--- src/rtl/sxs_pkg.sv ---
/*
 * Shared constants for the subtract / xor / swap execution block:
 * register offsets, status bit positions, command fields, reset values.
 * Assumes a 32-bit APB slave and an 8-bit core datapath.
 */
package sxs_pkg;
   // Register byte offsets
   localparam logic [7:0] ADDR_CMD = 8'h00;
   localparam logic [7:0] ADDR_ACC = 8'h04;
   localparam logic [7:0] ADDR_FILE = 8'h08;
   localparam logic [7:0] ADDR_STATUS = 8'h0C;
   localparam logic [7:0] ADDR_DIR_A = 8'h10;
   localparam logic [7:0] ADDR_DIR_B = 8'h14;
   localparam logic [7:0] ADDR_DIR_C = 8'h18;
   localparam logic [7:0] ADDR_WDOG = 8'h1C;
   // Command word fields
   localparam int CMD_OP_LSB = 0;
   localparam int CMD_DEST_BIT = 4;
   localparam int CMD_LIT_LSB = 8;
   // Status bit positions
   localparam int ST_CARRY = 0;
   localparam int ST_NIBBLE = 1;
   localparam int ST_ZERO = 2;
   localparam int ST_POWERDOWN = 3;
   localparam int ST_TIMEOUT = 4;
   localparam int ST_SLEEP = 5;
   // Direction operand selectors
   localparam logic [7:0] DIR_SEL_A = 8'h05;
   localparam logic [7:0] DIR_SEL_B = 8'h06;
   localparam logic [7:0] DIR_SEL_C = 8'h07;
   // Reset values
   localparam logic [7:0] ACC_RESET = 8'h00;
   localparam logic [7:0] FILE_RESET = 8'h00;
   localparam logic [7:0] DIR_RESET = 8'hFF;
   localparam logic [7:0] WDOG_ZERO = 8'h00;

   // Operations carried by the command word
   typedef enum logic [3:0] {
      OP_NONE,
      OP_LIT_SUB,
      OP_FILE_SUB,
      OP_FILE_SUB_BORROW,
      OP_NIBBLE_SWAP,
      OP_XOR_LIT,
      OP_XOR_FILE,
      OP_LOAD_DIR,
      OP_SLEEP
   } sxs_op_t;

   // Adds a + b + cin, returns 9 bits with carry out on top
   function automatic logic [8:0] sxs_add9(input logic [7:0] a, input logic [7:0] b, input logic cin);
      sxs_add9 = {1'b0, a} + {1'b0, b} + {8'h00, cin};
   endfunction : sxs_add9

   // Adds two nibbles + cin, returns 5 bits with nibble carry on top
   function automatic logic [4:0] sxs_add5(input logic [3:0] a, input logic [3:0] b, input logic cin);
      sxs_add5 = {1'b0, a} + {1'b0, b} + {4'h0, cin};
   endfunction : sxs_add5
endpackage : sxs_pkg

--- src/rtl/sxs_core.sv ---
/*
 * Execution block for subtract, xor, nibble swap, direction load and sleep,
 * reached as an APB slave. A write to the command register runs one operation
 * in the following cycle. Assumes the file operand is placed in the file
 * register by software before the command and the result read back after.
 */
// Design decisions made here: the APB register port and the register offsets.
`timescale 1ns/1ps
module sxs_core
(
   // Clock and reset
   input wire logic pclk,
   input wire logic presetn,
   // APB slave
   input wire logic psel,
   input wire logic penable,
   input wire logic pwrite,
   input wire logic [7:0] paddr,
   input wire logic [31:0] pwdata,
   output logic [31:0] prdata,
   output logic pready,
   output logic pslverr,
   // Core side
   input wire logic wake_req,
   output logic [7:0] port_a_direction,
   output logic [7:0] port_b_direction,
   output logic [7:0] port_c_direction,
   output logic osc_stop
);
   // Register state
   logic [7:0] acc_q;
   logic [7:0] file_q;
   logic [7:0] dir_a_q;
   logic [7:0] dir_b_q;
   logic [7:0] dir_c_q;
   logic carry_q;
   logic nibble_carry_flag_q;
   logic zero_q;
   logic timeout_status_bit_q;
   logic powerdown_status_bit_q;
   logic sleep_q;
   // Latched command
   sxs_pkg::sxs_op_t op_q;
   logic dest_q;
   logic [7:0] lit_q;
   logic exec_q;
   logic [15:0] cmd_word_q;
   // Bus outputs
   logic [31:0] prdata_q;
   logic pready_q;
   logic pslverr_q;
   // Bus decode
   logic wr_en;
   logic mapped;
   logic [31:0] rd_mux;
   // Datapath results
   logic [7:0] alu_result;
   logic alu_carry;
   logic alu_nibble;
   logic alu_zero;
   logic alu_arith_upd;
   logic alu_zero_upd;
   logic run;
   logic wdog_clear;
   logic wdog_expire;
   logic [7:0] wdog_count;

   ////////////////////////////////////////////////////////////////////////////
   // Decode helpers

   // Write happens at the access edge only
   assign wr_en = psel && penable && pwrite && pready_q;
   // Operation runs only while awake
   assign run = exec_q && !sleep_q;
   assign wdog_clear = run && (op_q == sxs_pkg::OP_SLEEP);

   // Address map check: aligned words up to the watchdog register
   assign mapped = (paddr[1:0] == 2'h0) && (paddr <= sxs_pkg::ADDR_WDOG);

   // Read data selection, upper bits zero
   always_comb
   begin
      rd_mux = 32'h0000_0000;
      case (paddr)
         sxs_pkg::ADDR_CMD: rd_mux = {16'h0000, cmd_word_q};
         sxs_pkg::ADDR_ACC: rd_mux = {24'h00_0000, acc_q};
         sxs_pkg::ADDR_FILE: rd_mux = {24'h00_0000, file_q};
         sxs_pkg::ADDR_STATUS:
         begin
            rd_mux[sxs_pkg::ST_CARRY] = carry_q;
            rd_mux[sxs_pkg::ST_NIBBLE] = nibble_carry_flag_q;
            rd_mux[sxs_pkg::ST_ZERO] = zero_q;
            rd_mux[sxs_pkg::ST_POWERDOWN] = powerdown_status_bit_q;
            rd_mux[sxs_pkg::ST_TIMEOUT] = timeout_status_bit_q;
            rd_mux[sxs_pkg::ST_SLEEP] = sleep_q;
         end
         sxs_pkg::ADDR_DIR_A: rd_mux = {24'h00_0000, dir_a_q};
         sxs_pkg::ADDR_DIR_B: rd_mux = {24'h00_0000, dir_b_q};
         sxs_pkg::ADDR_DIR_C: rd_mux = {24'h00_0000, dir_c_q};
         sxs_pkg::ADDR_WDOG: rd_mux = {24'h00_0000, wdog_count};
         default: rd_mux = 32'h0000_0000;
      endcase
   end

   ////////////////////////////////////////////////////////////////////////////
   // APB answer: ready, data and error set on the setup edge
   always_ff @(posedge pclk or negedge presetn)
   begin
      if (!presetn)
      begin
         pready_q <= 1'b0;
         prdata_q <= 32'h0000_0000;
         pslverr_q <= 1'b0;
      end
      else if (psel && !penable)
      begin
         // Zero wait states
         pready_q <= 1'b1;
         prdata_q <= pwrite ? 32'h0000_0000 : rd_mux;
         pslverr_q <= !mapped;
      end
      else
      begin
         pready_q <= 1'b0;
         pslverr_q <= 1'b0;
      end
   end

   ////////////////////////////////////////////////////////////////////////////
   // Command capture; exec pulses one cycle after the write
   always_ff @(posedge pclk or negedge presetn)
   begin
      if (!presetn)
      begin
         op_q <= sxs_pkg::OP_NONE;
         dest_q <= 1'b0;
         lit_q <= 8'h00;
         exec_q <= 1'b0;
         cmd_word_q <= 16'h0000;
      end
      else if (wr_en && (paddr == sxs_pkg::ADDR_CMD))
      begin
         op_q <= sxs_pkg::sxs_op_t'(pwdata[sxs_pkg::CMD_OP_LSB +: 4]);
         dest_q <= pwdata[sxs_pkg::CMD_DEST_BIT];
         lit_q <= pwdata[sxs_pkg::CMD_LIT_LSB +: 8];
         exec_q <= 1'b1;
         cmd_word_q <= pwdata[15:0];
      end
      else
         exec_q <= 1'b0;
   end

   ////////////////////////////////////////////////////////////////////////////
   // Datapath
   sxs_alu u_alu
   (
      .op(op_q),
      .acc(acc_q),
      .file(file_q),
      .lit(lit_q),
      .carry_in(carry_q),
      .result(alu_result),
      .carry_out(alu_carry),
      .nibble_out(alu_nibble),
      .zero_out(alu_zero),
      .arith_upd(alu_arith_upd),
      .zero_upd(alu_zero_upd)
   );

   ////////////////////////////////////////////////////////////////////////////
   // Accumulator: software write or operation result
   always_ff @(posedge pclk or negedge presetn)
   begin
      if (!presetn)
         acc_q <= sxs_pkg::ACC_RESET;
      else if (wr_en && (paddr == sxs_pkg::ADDR_ACC))
         acc_q <= pwdata[7:0];
      else if (run)
      begin
         case (op_q)
            // Literal forms always land in the accumulator
            sxs_pkg::OP_LIT_SUB, sxs_pkg::OP_XOR_LIT:
               acc_q <= alu_result;
            // Destination bit clear picks accumulator
            sxs_pkg::OP_FILE_SUB, sxs_pkg::OP_FILE_SUB_BORROW,
            sxs_pkg::OP_NIBBLE_SWAP, sxs_pkg::OP_XOR_FILE:
               if (!dest_q)
                  acc_q <= alu_result;
            default:
               acc_q <= acc_q;
         endcase
      end
   end

   ////////////////////////////////////////////////////////////////////////////
   // File operand: software write or result with destination bit set
   always_ff @(posedge pclk or negedge presetn)
   begin
      if (!presetn)
         file_q <= sxs_pkg::FILE_RESET;
      else if (wr_en && (paddr == sxs_pkg::ADDR_FILE))
         file_q <= pwdata[7:0];
      else if (run && dest_q)
      begin
         case (op_q)
            sxs_pkg::OP_FILE_SUB, sxs_pkg::OP_FILE_SUB_BORROW,
            sxs_pkg::OP_NIBBLE_SWAP, sxs_pkg::OP_XOR_FILE:
               file_q <= alu_result;
            default:
               file_q <= file_q;
         endcase
      end
   end

   ////////////////////////////////////////////////////////////////////////////
   // Arithmetic flags: operation wins over software write
   always_ff @(posedge pclk or negedge presetn)
   begin
      if (!presetn)
      begin
         carry_q <= 1'b0;
         nibble_carry_flag_q <= 1'b0;
         zero_q <= 1'b0;
      end
      else
      begin
         if (run && alu_arith_upd)
         begin
            carry_q <= alu_carry;
            nibble_carry_flag_q <= alu_nibble;
         end
         else if (wr_en && (paddr == sxs_pkg::ADDR_STATUS))
         begin
            carry_q <= pwdata[sxs_pkg::ST_CARRY];
            nibble_carry_flag_q <= pwdata[sxs_pkg::ST_NIBBLE];
         end
         // Zero flag follows the same priority
         if (run && alu_zero_upd)
            zero_q <= alu_zero;
         else if (wr_en && (paddr == sxs_pkg::ADDR_STATUS))
            zero_q <= pwdata[sxs_pkg::ST_ZERO];
      end
   end

   ////////////////////////////////////////////////////////////////////////////
   // Direction registers, loaded by operand value
   always_ff @(posedge pclk or negedge presetn)
   begin
      if (!presetn)
      begin
         dir_a_q <= sxs_pkg::DIR_RESET;
         dir_b_q <= sxs_pkg::DIR_RESET;
         dir_c_q <= sxs_pkg::DIR_RESET;
      end
      else if (run && (op_q == sxs_pkg::OP_LOAD_DIR))
      begin
         // Other operand values are ignored
         if (lit_q == sxs_pkg::DIR_SEL_A)
            dir_a_q <= acc_q;
         if (lit_q == sxs_pkg::DIR_SEL_B)
            dir_b_q <= acc_q;
         if (lit_q == sxs_pkg::DIR_SEL_C)
            dir_c_q <= acc_q;
      end
      else if (wr_en)
      begin
         // Software write to one direction register
         if (paddr == sxs_pkg::ADDR_DIR_A)
            dir_a_q <= pwdata[7:0];
         if (paddr == sxs_pkg::ADDR_DIR_B)
            dir_b_q <= pwdata[7:0];
         if (paddr == sxs_pkg::ADDR_DIR_C)
            dir_c_q <= pwdata[7:0];
      end
   end

   ////////////////////////////////////////////////////////////////////////////
   // Watchdog counter and prescaler
   sxs_watchdog u_wdog
   (
      .pclk(pclk),
      .presetn(presetn),
      .clear(wdog_clear),
      .count_q(wdog_count),
      .expire(wdog_expire)
   );

   ////////////////////////////////////////////////////////////////////////////
   // Power status bits and sleep state; sleep wins over wake
   always_ff @(posedge pclk or negedge presetn)
   begin
      if (!presetn)
      begin
         timeout_status_bit_q <= 1'b1;
         powerdown_status_bit_q <= 1'b1;
         sleep_q <= 1'b0;
      end
      else if (wdog_clear)
      begin
         timeout_status_bit_q <= 1'b1;
         powerdown_status_bit_q <= 1'b0;
         sleep_q <= 1'b1;
      end
      else
      begin
         // Watchdog expiry pulls the active-low timeout bit down
         if (wdog_expire)
            timeout_status_bit_q <= 1'b0;
         // Wake request leaves sleep
         if (wake_req)
            sleep_q <= 1'b0;
      end
   end

   ////////////////////////////////////////////////////////////////////////////
   // Outputs straight from flops
   assign prdata = prdata_q;
   assign pready = pready_q;
   assign pslverr = pslverr_q;
   assign port_a_direction = dir_a_q;
   assign port_b_direction = dir_b_q;
   assign port_c_direction = dir_c_q;
   assign osc_stop = sleep_q;
endmodule : sxs_core

--- src/rtl/sxs_alu.sv ---
/*
 * Combinational datapath for the subtract, xor and swap operations.
 * Assumes operands are stable for the cycle in which the caller samples it.
 */
`timescale 1ns/1ps
module sxs_alu
(
   // Operation and operands
   input wire sxs_pkg::sxs_op_t op,
   input wire logic [7:0] acc,
   input wire logic [7:0] file,
   input wire logic [7:0] lit,
   input wire logic carry_in,
   // Results
   output logic [7:0] result,
   output logic carry_out,
   output logic nibble_out,
   output logic zero_out,
   output logic arith_upd,
   output logic zero_upd
);
   logic [8:0] sum9;
   logic [4:0] sum5;
   logic [7:0] minuend;
   logic cin;

   ////////////////////////////////////////////////////////////////////////////
   // Operand selection: subtract is minuend + ~acc + cin
   always_comb
   begin
      minuend = file;
      cin = 1'b1;
      if (op == sxs_pkg::OP_LIT_SUB)
      begin
         minuend = lit;
      end
      if (op == sxs_pkg::OP_FILE_SUB_BORROW)
      begin
         // Inverted borrow is the carry itself
         cin = carry_in;
      end
   end

   assign sum9 = sxs_pkg::sxs_add9(minuend, ~acc, cin);
   assign sum5 = sxs_pkg::sxs_add5(minuend[3:0], ~acc[3:0], cin);

   ////////////////////////////////////////////////////////////////////////////
   // Result and flag update selection
   always_comb
   begin
      result = 8'h00;
      arith_upd = 1'b0;
      zero_upd = 1'b0;
      case (op)
         sxs_pkg::OP_LIT_SUB, sxs_pkg::OP_FILE_SUB, sxs_pkg::OP_FILE_SUB_BORROW:
         begin
            result = sum9[7:0];
            arith_upd = 1'b1;
            zero_upd = 1'b1;
         end
         sxs_pkg::OP_NIBBLE_SWAP:
         begin
            result = {file[3:0], file[7:4]};
         end
         sxs_pkg::OP_XOR_LIT:
         begin
            result = acc ^ lit;
            zero_upd = 1'b1;
         end
         sxs_pkg::OP_XOR_FILE:
         begin
            result = acc ^ file;
            zero_upd = 1'b1;
         end
         default:
         begin
            result = acc;
         end
      endcase
   end

   // No borrow means carry set, per nibble too
   assign carry_out = sum9[8];
   assign nibble_out = sum5[4];
   assign zero_out = (result == 8'h00);
endmodule : sxs_alu

--- src/rtl/sxs_watchdog.sv ---
/*
 * Watchdog counter with an 8-bit prescaler.
 * Assumes one core clock; a clear pulse zeroes both stages.
 */
`timescale 1ns/1ps
module sxs_watchdog
(
   // Clock and reset
   input wire logic pclk,
   input wire logic presetn,
   // Control
   input wire logic clear,
   // State
   output logic [7:0] count_q,
   output logic expire
);
   logic [7:0] presc_q;

   ////////////////////////////////////////////////////////////////////////////
   // Prescaler then counter; clear empties both
   always_ff @(posedge pclk or negedge presetn)
   begin
      if (!presetn)
      begin
         presc_q <= 8'h00;
         count_q <= 8'h00;
      end
      else if (clear)
      begin
         presc_q <= 8'h00;
         count_q <= 8'h00;
      end
      else
      begin
         presc_q <= presc_q + 8'h01;
         if (presc_q == 8'hFF)
         begin
            count_q <= count_q + 8'h01;
         end
      end
   end

   // Expiry when both stages wrap together
   assign expire = !clear && (presc_q == 8'hFF) && (count_q == 8'hFF);
endmodule : sxs_watchdog

--- config.mk ---
export PLATFORM = sky130hd
export DESIGN_NAME = sxs_core
export DESIGN_NICKNAME = d
export VERILOG_FILES = /design/src/rtl/sxs_pkg.sv /design/src/rtl/sxs_core.sv /design/src/rtl/sxs_alu.sv /design/src/rtl/sxs_watchdog.sv
export SDC_FILE = /design/constraint.sdc
export NUM_CORES = 1
export LEC_CHECK = 0
export BUFFER_PORTS_ARGS = -buffer_cell sky130_fd_sc_hd__buf_2
export CAP_MARGIN = 20
export CORE_ASPECT_RATIO = 2
export CORE_MARGIN = 2
export CORE_UTILIZATION = 50
export DETAILED_ROUTE_END_ITERATION = 7
export PLACE_DENSITY = 0.83
export SLEW_MARGIN = 20
export SYNTH_ARGS = -nofsm -noshare
export SYNTH_HDL_FRONTEND = slang
export SYNTH_SLANG_ARGS = --single-unit
--- constraint.sdc ---
create_clock -name pclk -period 4.7 [get_ports pclk]
set_clock_uncertainty 0.1 [all_clocks]
set_input_delay 0.94 -clock pclk [delete_from_list [all_inputs] [get_ports pclk]]
set_output_delay 0.94 -clock pclk [all_outputs]
set_load 0.02 [all_outputs]
==> results of run 1 <==
[final cells by class]
class,instances,area share
repair buffers,82,0.0644
clock buffers,9,0.0331
well taps,147,0.0270
flip-flops and latches,97,0.362
multi-input cells,467,0.488
inverters,21,0.0116
clock inverters,7,0.0140
[worst max-delay path, cell delays in order, from the launching register on]
cell and delay (ps):
dfrtp_1 360, inv_1 100, nor4_4 500, mux2_2 260
fa_1 200, inv_1 60, fa_1 390, nand2b_1 160
a21oi_1 380, xor2_1 240, a31oi_1 110, nor3_1 400
nor3_1 130, a21o_1 200
[kinds of logic (layout without fill, tap and decap cells)]
family / after synthesis / after routing / share of synthesized area
and+or+nand+nor: 220 / 220 / 0.184
AOI/OAI and AO/OA: 130 / 130 / 0.149
DFF: 97 / 97 / 0.403
muxes: 71 / 71 / 0.148
buffers and inverters: 71 / 119 / 0.0629
xor gates and xnor gates: 19 / 19 / 0.0273
adders and majority gates: 11 / 11 / 0.0250
other: 1 / 16 / 0.000615
[layout by cell type, fill, tap and decap left out, types with 8 or more instances in the layout]
master     count
inv_1         19
a22o_1         8
mux2_4        16
xor2_1        12
nand2_1       89
nor2b_1        9
nand3_1       16
nor2_1        46
mux2i_1       20
buf_2         71
nor3_1         8
dfstp_2       26
o21ai_0       29
buf_4         11
clkbuf_16      9
conb_1        16
ha_1           9
mux2_2        17
o21ai_1       15
dfrtp_1       71
a21oi_1       20
mux2_1        12
[routing by layer]
metal,wire length (um),vias to the layer above,GRT usage
met5,0,-,0
met4,1800,0,0.239
met3,1050,102,0.0469
met2,9600,289,0.503
met1,6190,2542,0.329
li1,-,2296,-
[registers in the layout (all words and copies together) (netlist names)]
signal                  count
acc_q                       8
carry_q                     1
cmd_word_q                  5
exec_q                      1
file_q                      8
lit_q                       8
nibble_carry_flag_q         1
op_q                        3
osc_stop                    1
port_a_direction            8
port_b_direction            8
port_c_direction            8
powerdown_status_bit_q      1
prdata                     16
pready                      1
pslverr                     1
timeout_status_bit_q        1
u_wdog.count_q              8
u_wdog.presc_q              8
zero_q                      1
[worst max-delay path by stage]
stage | from | to | slack, ps | cells after the start
final | op_q[0] | zero_q | 1030 | 13
after detailed placement | op_q[0] | zero_q | 1090 | 11
after floorplan | op_q[0] | zero_q | 1210 | 14
after CTS | op_q[0] | zero_q | 1060 | 11
after global routing | op_q[0] | zero_q | 780 | 13
after global placement | op_q[0] | zero_q | 1120 | 11
[report_power, final]
part / internal [W] / total (W) / switching, W / leakage (nW)
registers: 0.000857 / 0.000873 / 0.0000160 / 1.16
logic: 0.0000569 / 0.000167 / 0.000110 / 1.77
clock network: 0.000428 / 0.000777 / 0.000349 / 0.157
[per-stage QoR]
stage	util	instances	total power [W]	setup slack [ps]
6_report	0.564	830	0.00182	1030
5_1_grt	0.564	830	0.00188	785
4_1_cts	0.564	830	0.00182	1060
3_5_place_dp	0.538	814	0.00105	1090
3_3_place_gp	0.538	814	0.00105	1120
2_1_floorplan	-	635	0.000991	1210
==> flow_metrics.py, run 1 <==
metrics = {
    "status": {
        "status": "finished, final reports clean",
    },
    "drt": {
        "via_per_inst": 6.30,
        "drtPass1Iterations": 5,
        "wl_per_cell_um": 22.5,
        "vias": 5229,
        "drt.antenna.violating_nets": 0,
        "finalWirelength_um": 18700,
        "detail_route.iter0.violations": 494,
        "drcViolationCount": 0,
    },
    "hold_path": {
        "hold_start": "u_wdog.presc_q[0]",
        "min_path_cells": 1,
        "min_to": "u_wdog.presc_q[0]",
        "hold_class": "reg2reg",
    },
    "global_routing": {
        "grt_pass1_wl_um": 29300,
        "grt_usage": 0.303,
        "grt_pass1_vias": 5363,
        "grt_overflow": 0,
        "antenna_found_initial": 0,
        "grt_max_degree": 68,
    },
    "clocking": {
        "htree_levels": 3,
        "clockBufferDepth": 2,
        "root_buffer": "clkbuf_16",
        "hold_buffers": 0,
        "post_cts_buffers": 0,
        "ctsResizeCount": 0,
        "path_clk_slew_ps": 70,
        "cts_tree": "done",
        "cts_buffers": 9,
        "clock_sinks": 97,
        "clock_latency_ps": 350,
    },
    "logic_synthesis": {
        "yosysMostFrequentCell": "nand2_1",
        "yosys-top-cells-count": "nand2_1 (89), dfrtp_1 (71), nor2_1 (46)",
        "syn_avg_cell_area_um2": 9.84,
        "synthTopCellsByArea": "dfrtp_1 (29%), dfstp_2 (11%), nand2_1 (5.5%), mux2_4 (3.9%), mux2i_1 (3.3%)",
        "yosysTopAreaCell": "dfrtp_1",
        "synthArstFlopShare": 1.00,
        "yosysUniqueCellTypes": 76,
        "synth_top_area_frac": 0.291,
        "synth_edf_count": 0,
        "ys_ff_latch": 97,
        "syn-instance-count": 620,
        "synth_flop_cell": "dfrtp_1",
        "syn_area_mm2": 0.00610,
        "synth_warnings": 0,
        "ys_seq_area_frac": 0.403,
    },
    "setup_path": {
        "rr_endpoint": "zero_q",
        "rr_startpoint": "op_q[0]",
        "startpoint_type": "register",
        "worst-setup-path-type": "reg2reg",
        "r2r_slack_ps": 1030,
        "worstPathMaxFanout": 5,
        "worstPathArrival_ps": 3810,
        "required_ps": 4840,
        "reg2reg_depth": 13,
        "end_kind": "register",
    },
    "floorplanning": {
        "fp.dieH_um": 160,
        "coreArea_mm2": 0.0121,
        "die_area_mm2": 0.0132,
        "ios": 105,
        "die_width_um": 82.1,
        "std_cell_rows": 57,
        "start_util": 0.506,
    },
    "power": {
        "p_leak_nw": 3.09,
        "ir_drop_uv": 387,
        "powerDensity_mw_per_mm2": 267,
    },
    "timing": {
        "tightest_slew_ps": 984,
        "drv_slew": 0,
        "finalSetupTns_ps": 0,
        "rsz0062_at_grt": "no",
        "setup_viol": 0,
        "fmax_mhz": 273,
        "hold_viol": 0,
        "timing.final.crit_share": 0.780,
        "timing.hold.ws_ps": 391,
        "relSlewSlack": 0.342,
        "period_minus_slack_ps": 3670,
    },
    "final_layout": {
        "area_delta_synth_final_pct": 11.4,
        "seqCellArea_mm2": 0.00246,
        "final_area_mm2": 0.00680,
        "multiInputGateArea_mm2": 0.00332,
        "antenna_cells": 0,
        "n_fill_cell": 1029,
        "drive_above_1_share": 0.288,
        "nets": 735,
    },
    "placement": {
        "routabilityCongestion": 0.952,
        "hpwlAfterDp_um": 14200,
        "dpl_cell_area_mm2": 0.00648,
        "io_buffers": 72,
    },
    "run": {
        "drv_cap": 0,
    },
}
(Power assumes the default switching activity.)
==> inputs of run 2 (changes only) <==
Settings changed: ABC_AREA set to 1, PLACE_DENSITY 0.83 to 0.87.
Clock period 4.7 ns to 3.2 ns, I/O delays scaled along.
==> run 2 against run 1 <==
Compared with the run above: clock power is 42% higher; largest cell class unchanged; sequential power increased by 42%; worst hold slack got worse by 310 ps; fmax rose by 26%; register-to-register slack lost 740 ps; wire length grew 0.41%; power increased by 36%; count of clock-buffer cells in the layout is 1 higher; non-clock buffer count is 4 higher; sequential cell count did not move; via count increased by 10%.
==> flow_metrics.py, run 2 <==
metrics = {
    "logic_synthesis": {
        "syn_avg_cell_area_um2": 7.63,
        "synth.area.mux_share": 0,
        "synth_compound_area_frac": 0.161,
        "syn_area_mm2": 0.00584,
        "synth_edf_count": 0,
        "yosysTopAreaCell": "dfrtp_1",
        "synth_warnings": 0,
        "syn-instance-count": 765,
        "synth_top_family_by_area": "simple AND/OR/NAND/NOR gates",
        "ys_seq_area_frac": 0.421,
        "synthTopCellsByArea": "dfrtp_1 (30%), nand2_1 (14%), dfstp_2 (12%), nand3_1 (5.6%), inv_1 (5.2%)",
        "synth_fa_ha_area_frac": 0.0261,
        "synth_flop_cell": "dfrtp_1",
        "ys_ff_latch": 97,
        "yosys.area_share.simple": 0.288,
        "synthXorXnorAreaFrac": 0.00150,
        "yosysMostFrequentCell": "nand2_1",
        "yosysUniqueCellTypes": 49,
        "synth_top_area_frac": 0.304,
        "yosys-top-cells-count": "nand2_1 (214), inv_1 (81), dfrtp_1 (71)",
        "synthArstFlopShare": 1.00,
    },
    "clocking": {
        "clock_sinks": 97,
        "cts_buffers": 9,
        "clock_latency_ps": 350,
        "hold_buffers": 0,
        "cts_tree": "done",
        "post_cts_buffers": 0,
        "htree_levels": 3,
        "clockBufferDepth": 2,
        "root_buffer": "clkbuf_16",
        "ctsResizeCount": 0,
        "path_clk_slew_ps": 70,
    },
    "run": {
        "drv_cap": 0,
    },
    "hold_path": {
        "hold_class": "in2async",
    },
    "final_layout": {
        "nets": 902,
        "final_area_mm2": 0.00663,
        "drive_above_1_share": 0.212,
        "area_delta_synth_final_pct": 13.5,
        "antenna_cells": 0,
        "largest_register_ffs": 16,
        "mostFrequentLayoutCells": "nand2_1 (214), inv_1 (81), dfrtp_1 (71), buf_2 (71), nand3_1 (65)",
        "layout_commonest_cell": "nand2_1",
    },
    "setup_path": {
        "worstPathArrival_ps": 3100,
        "rr_startpoint": "op_q[1]",
        "startpoint_type": "register",
        "worstPathMaxFanout": 5,
        "worst-setup-path-type": "reg2reg",
        "required_ps": 3380,
        "r2r_slack_ps": 290,
        "rr_endpoint": "zero_q",
        "end_kind": "register",
        "reg2reg_depth": 17,
    },
    "timing": {
        "hold_viol": 0,
        "relSlewSlack": 0.539,
        "period_minus_slack_ps": 2910,
        "fmax_mhz": 343,
        "setup_viol": 0,
        "timing.hold.ws_ps": 83.6,
        "rsz0062_at_grt": "no",
        "timing.final.crit_share": 0.910,
        "finalSetupTns_ps": 0,
        "drv_slew": 0,
        "tightest_slew_ps": 686,
    },
    "power": {
        "p_seq_frac": 0.501,
        "p_comb_frac": 0.053,
        "p_leak_nw": 3.24,
        "power_frac_clock": 0.445,
        "powerDensity_mw_per_mm2": 373,
        "swShare": 0.241,
        "p_switching_w": 0.000595,
        "ir_drop_uv": 273,
        "power.internal_w": 0.00188,
    },
    "global_routing": {
        "grt_usage": 0.311,
        "antenna_found_initial": 0,
        "grt_overflow": 0,
        "grt_pass1_vias": 5749,
        "grt_pass1_wl_um": 29200,
        "grt_max_degree": 52,
    },
    "floorplanning": {
        "ios": 105,
        "start_util": 0.514,
        "die_area_mm2": 0.0126,
        "die_width_um": 80.4,
        "std_cell_rows": 55,
        "fp.dieH_um": 157,
        "coreArea_mm2": 0.0114,
    },
    "placement": {
        "routabilityCongestion": 1.02,
        "io_buffers": 72,
        "dpl_cell_area_mm2": 0.00633,
        "hpwlAfterDp_um": 14400,
    },
    "drt": {
        "drtPass1Iterations": 7,
        "wl_per_cell_um": 18.9,
        "vias": 5777,
        "finalWirelength_um": 18700,
        "via_per_inst": 5.82,
        "drcViolationCount": 0,
        "detail_route.iter0.violations": 377,
        "drt.antenna.violating_nets": 0,
    },
    "status": {
        "status": "finished, final reports clean",
    },
}
[run 2: changes by cell type after synthesis, moves of 17 or more]
| cell | previous run | this run |
|---|---|---|
| inv_1 | 19 | 81 |
| mux2_2 | 17 | 0 |
| mux2i_1 | 20 | 0 |
| nand2_1 | 89 | 214 |
| nand3_1 | 16 | 65 |
| o21ai_0 | 29 | 49 |
| o21ai_1 | 15 | 35 |
[run 2: kinds of logic (layout without fill, tap and decap cells)]
family | count (synthesis) | after routing
flip-flops | 97 | 97
AO/OA/AOI/OAI | 153 | 153
XOR/XNOR | 1 | 1
other | 1 | 16
AND/OR/NAND/NOR | 370 | 370
buffers and inverters | 132 | 202
adder cells (fa/ha/maj) | 11 | 11
[run 2: worst max-delay path, cell delays in order (launching register included)]
cell and delay (ps):
dfrtp_1 440, inv_2 160, nand3_1 140, o21ai_0 250, fa_1 230, inv_1 50
fa_1 380, inv_1 90, nand3_1 90, nand2_1 130, nand3_1 100, nand2_1 70
nand2_1 60, nand3_1 80, nand4_1 210, nor2_1 160, nand2_1 60, nand2_1 50
[run 2: final cells by class]
class | count | area, um2
Fill cell | 1029 | 4730
Multi-Input combinational cell | 551 | 2840
Timing Repair Buffer | 86 | 480
Clock buffer | 10 | 229
Sequential cell | 97 | 2460
Clock inverter | 6 | 66.3
Tap cell | 142 | 178
Inverter | 100 | 375
[run 2: how the worst max path moves through the flow]
| stage | start | end | slack (ps) |
|---|---|---|---|
| final | op_q[1] | zero_q | 290 |
| after global routing | op_q[2] | acc_q[6] | 40 |
| after CTS | op_q[1] | zero_q | 230 |
| after detailed placement | op_q[1] | acc_q[6] | 260 |
| after global placement | op_q[1] | acc_q[6] | 290 |
| after floorplan | op_q[2] | acc_q[6] | 300 |
[run 2: per-layer routing]
layer | routed length (um) | global-route usage
met1 | 5950 | 0.305
met2 | 10000 | 0.555
met3 | 1020 | 0.0444
met4 | 1730 | 0.259
met5 | 0 | 0
[run 2: through the flow]
step	power (W)	worst slack [ps]	std cells	utilization
3_3_place_gp	0.00139	292	976	0.558
5_1_grt	0.00253	40.6	992	0.584
2_1_floorplan	0.00133	301	780	-
3_5_place_dp	0.00139	263	976	0.558
6_report	0.00247	288	992	0.584
4_1_cts	0.00247	234	992	0.584
[run 2: power groups by stage]
stage / Clock (W) / Sequential, W / Combinational, W
floorplan: 0 / 0.00126 / 0.0000706
global placement: 0 / 0.00126 / 0.000129
detailed placement: 0 / 0.00126 / 0.000131
CTS: 0.00110 / 0.00124 / 0.000131
global route: 0.00115 / 0.00124 / 0.000145
finish: 0.00110 / 0.00124 / 0.000132
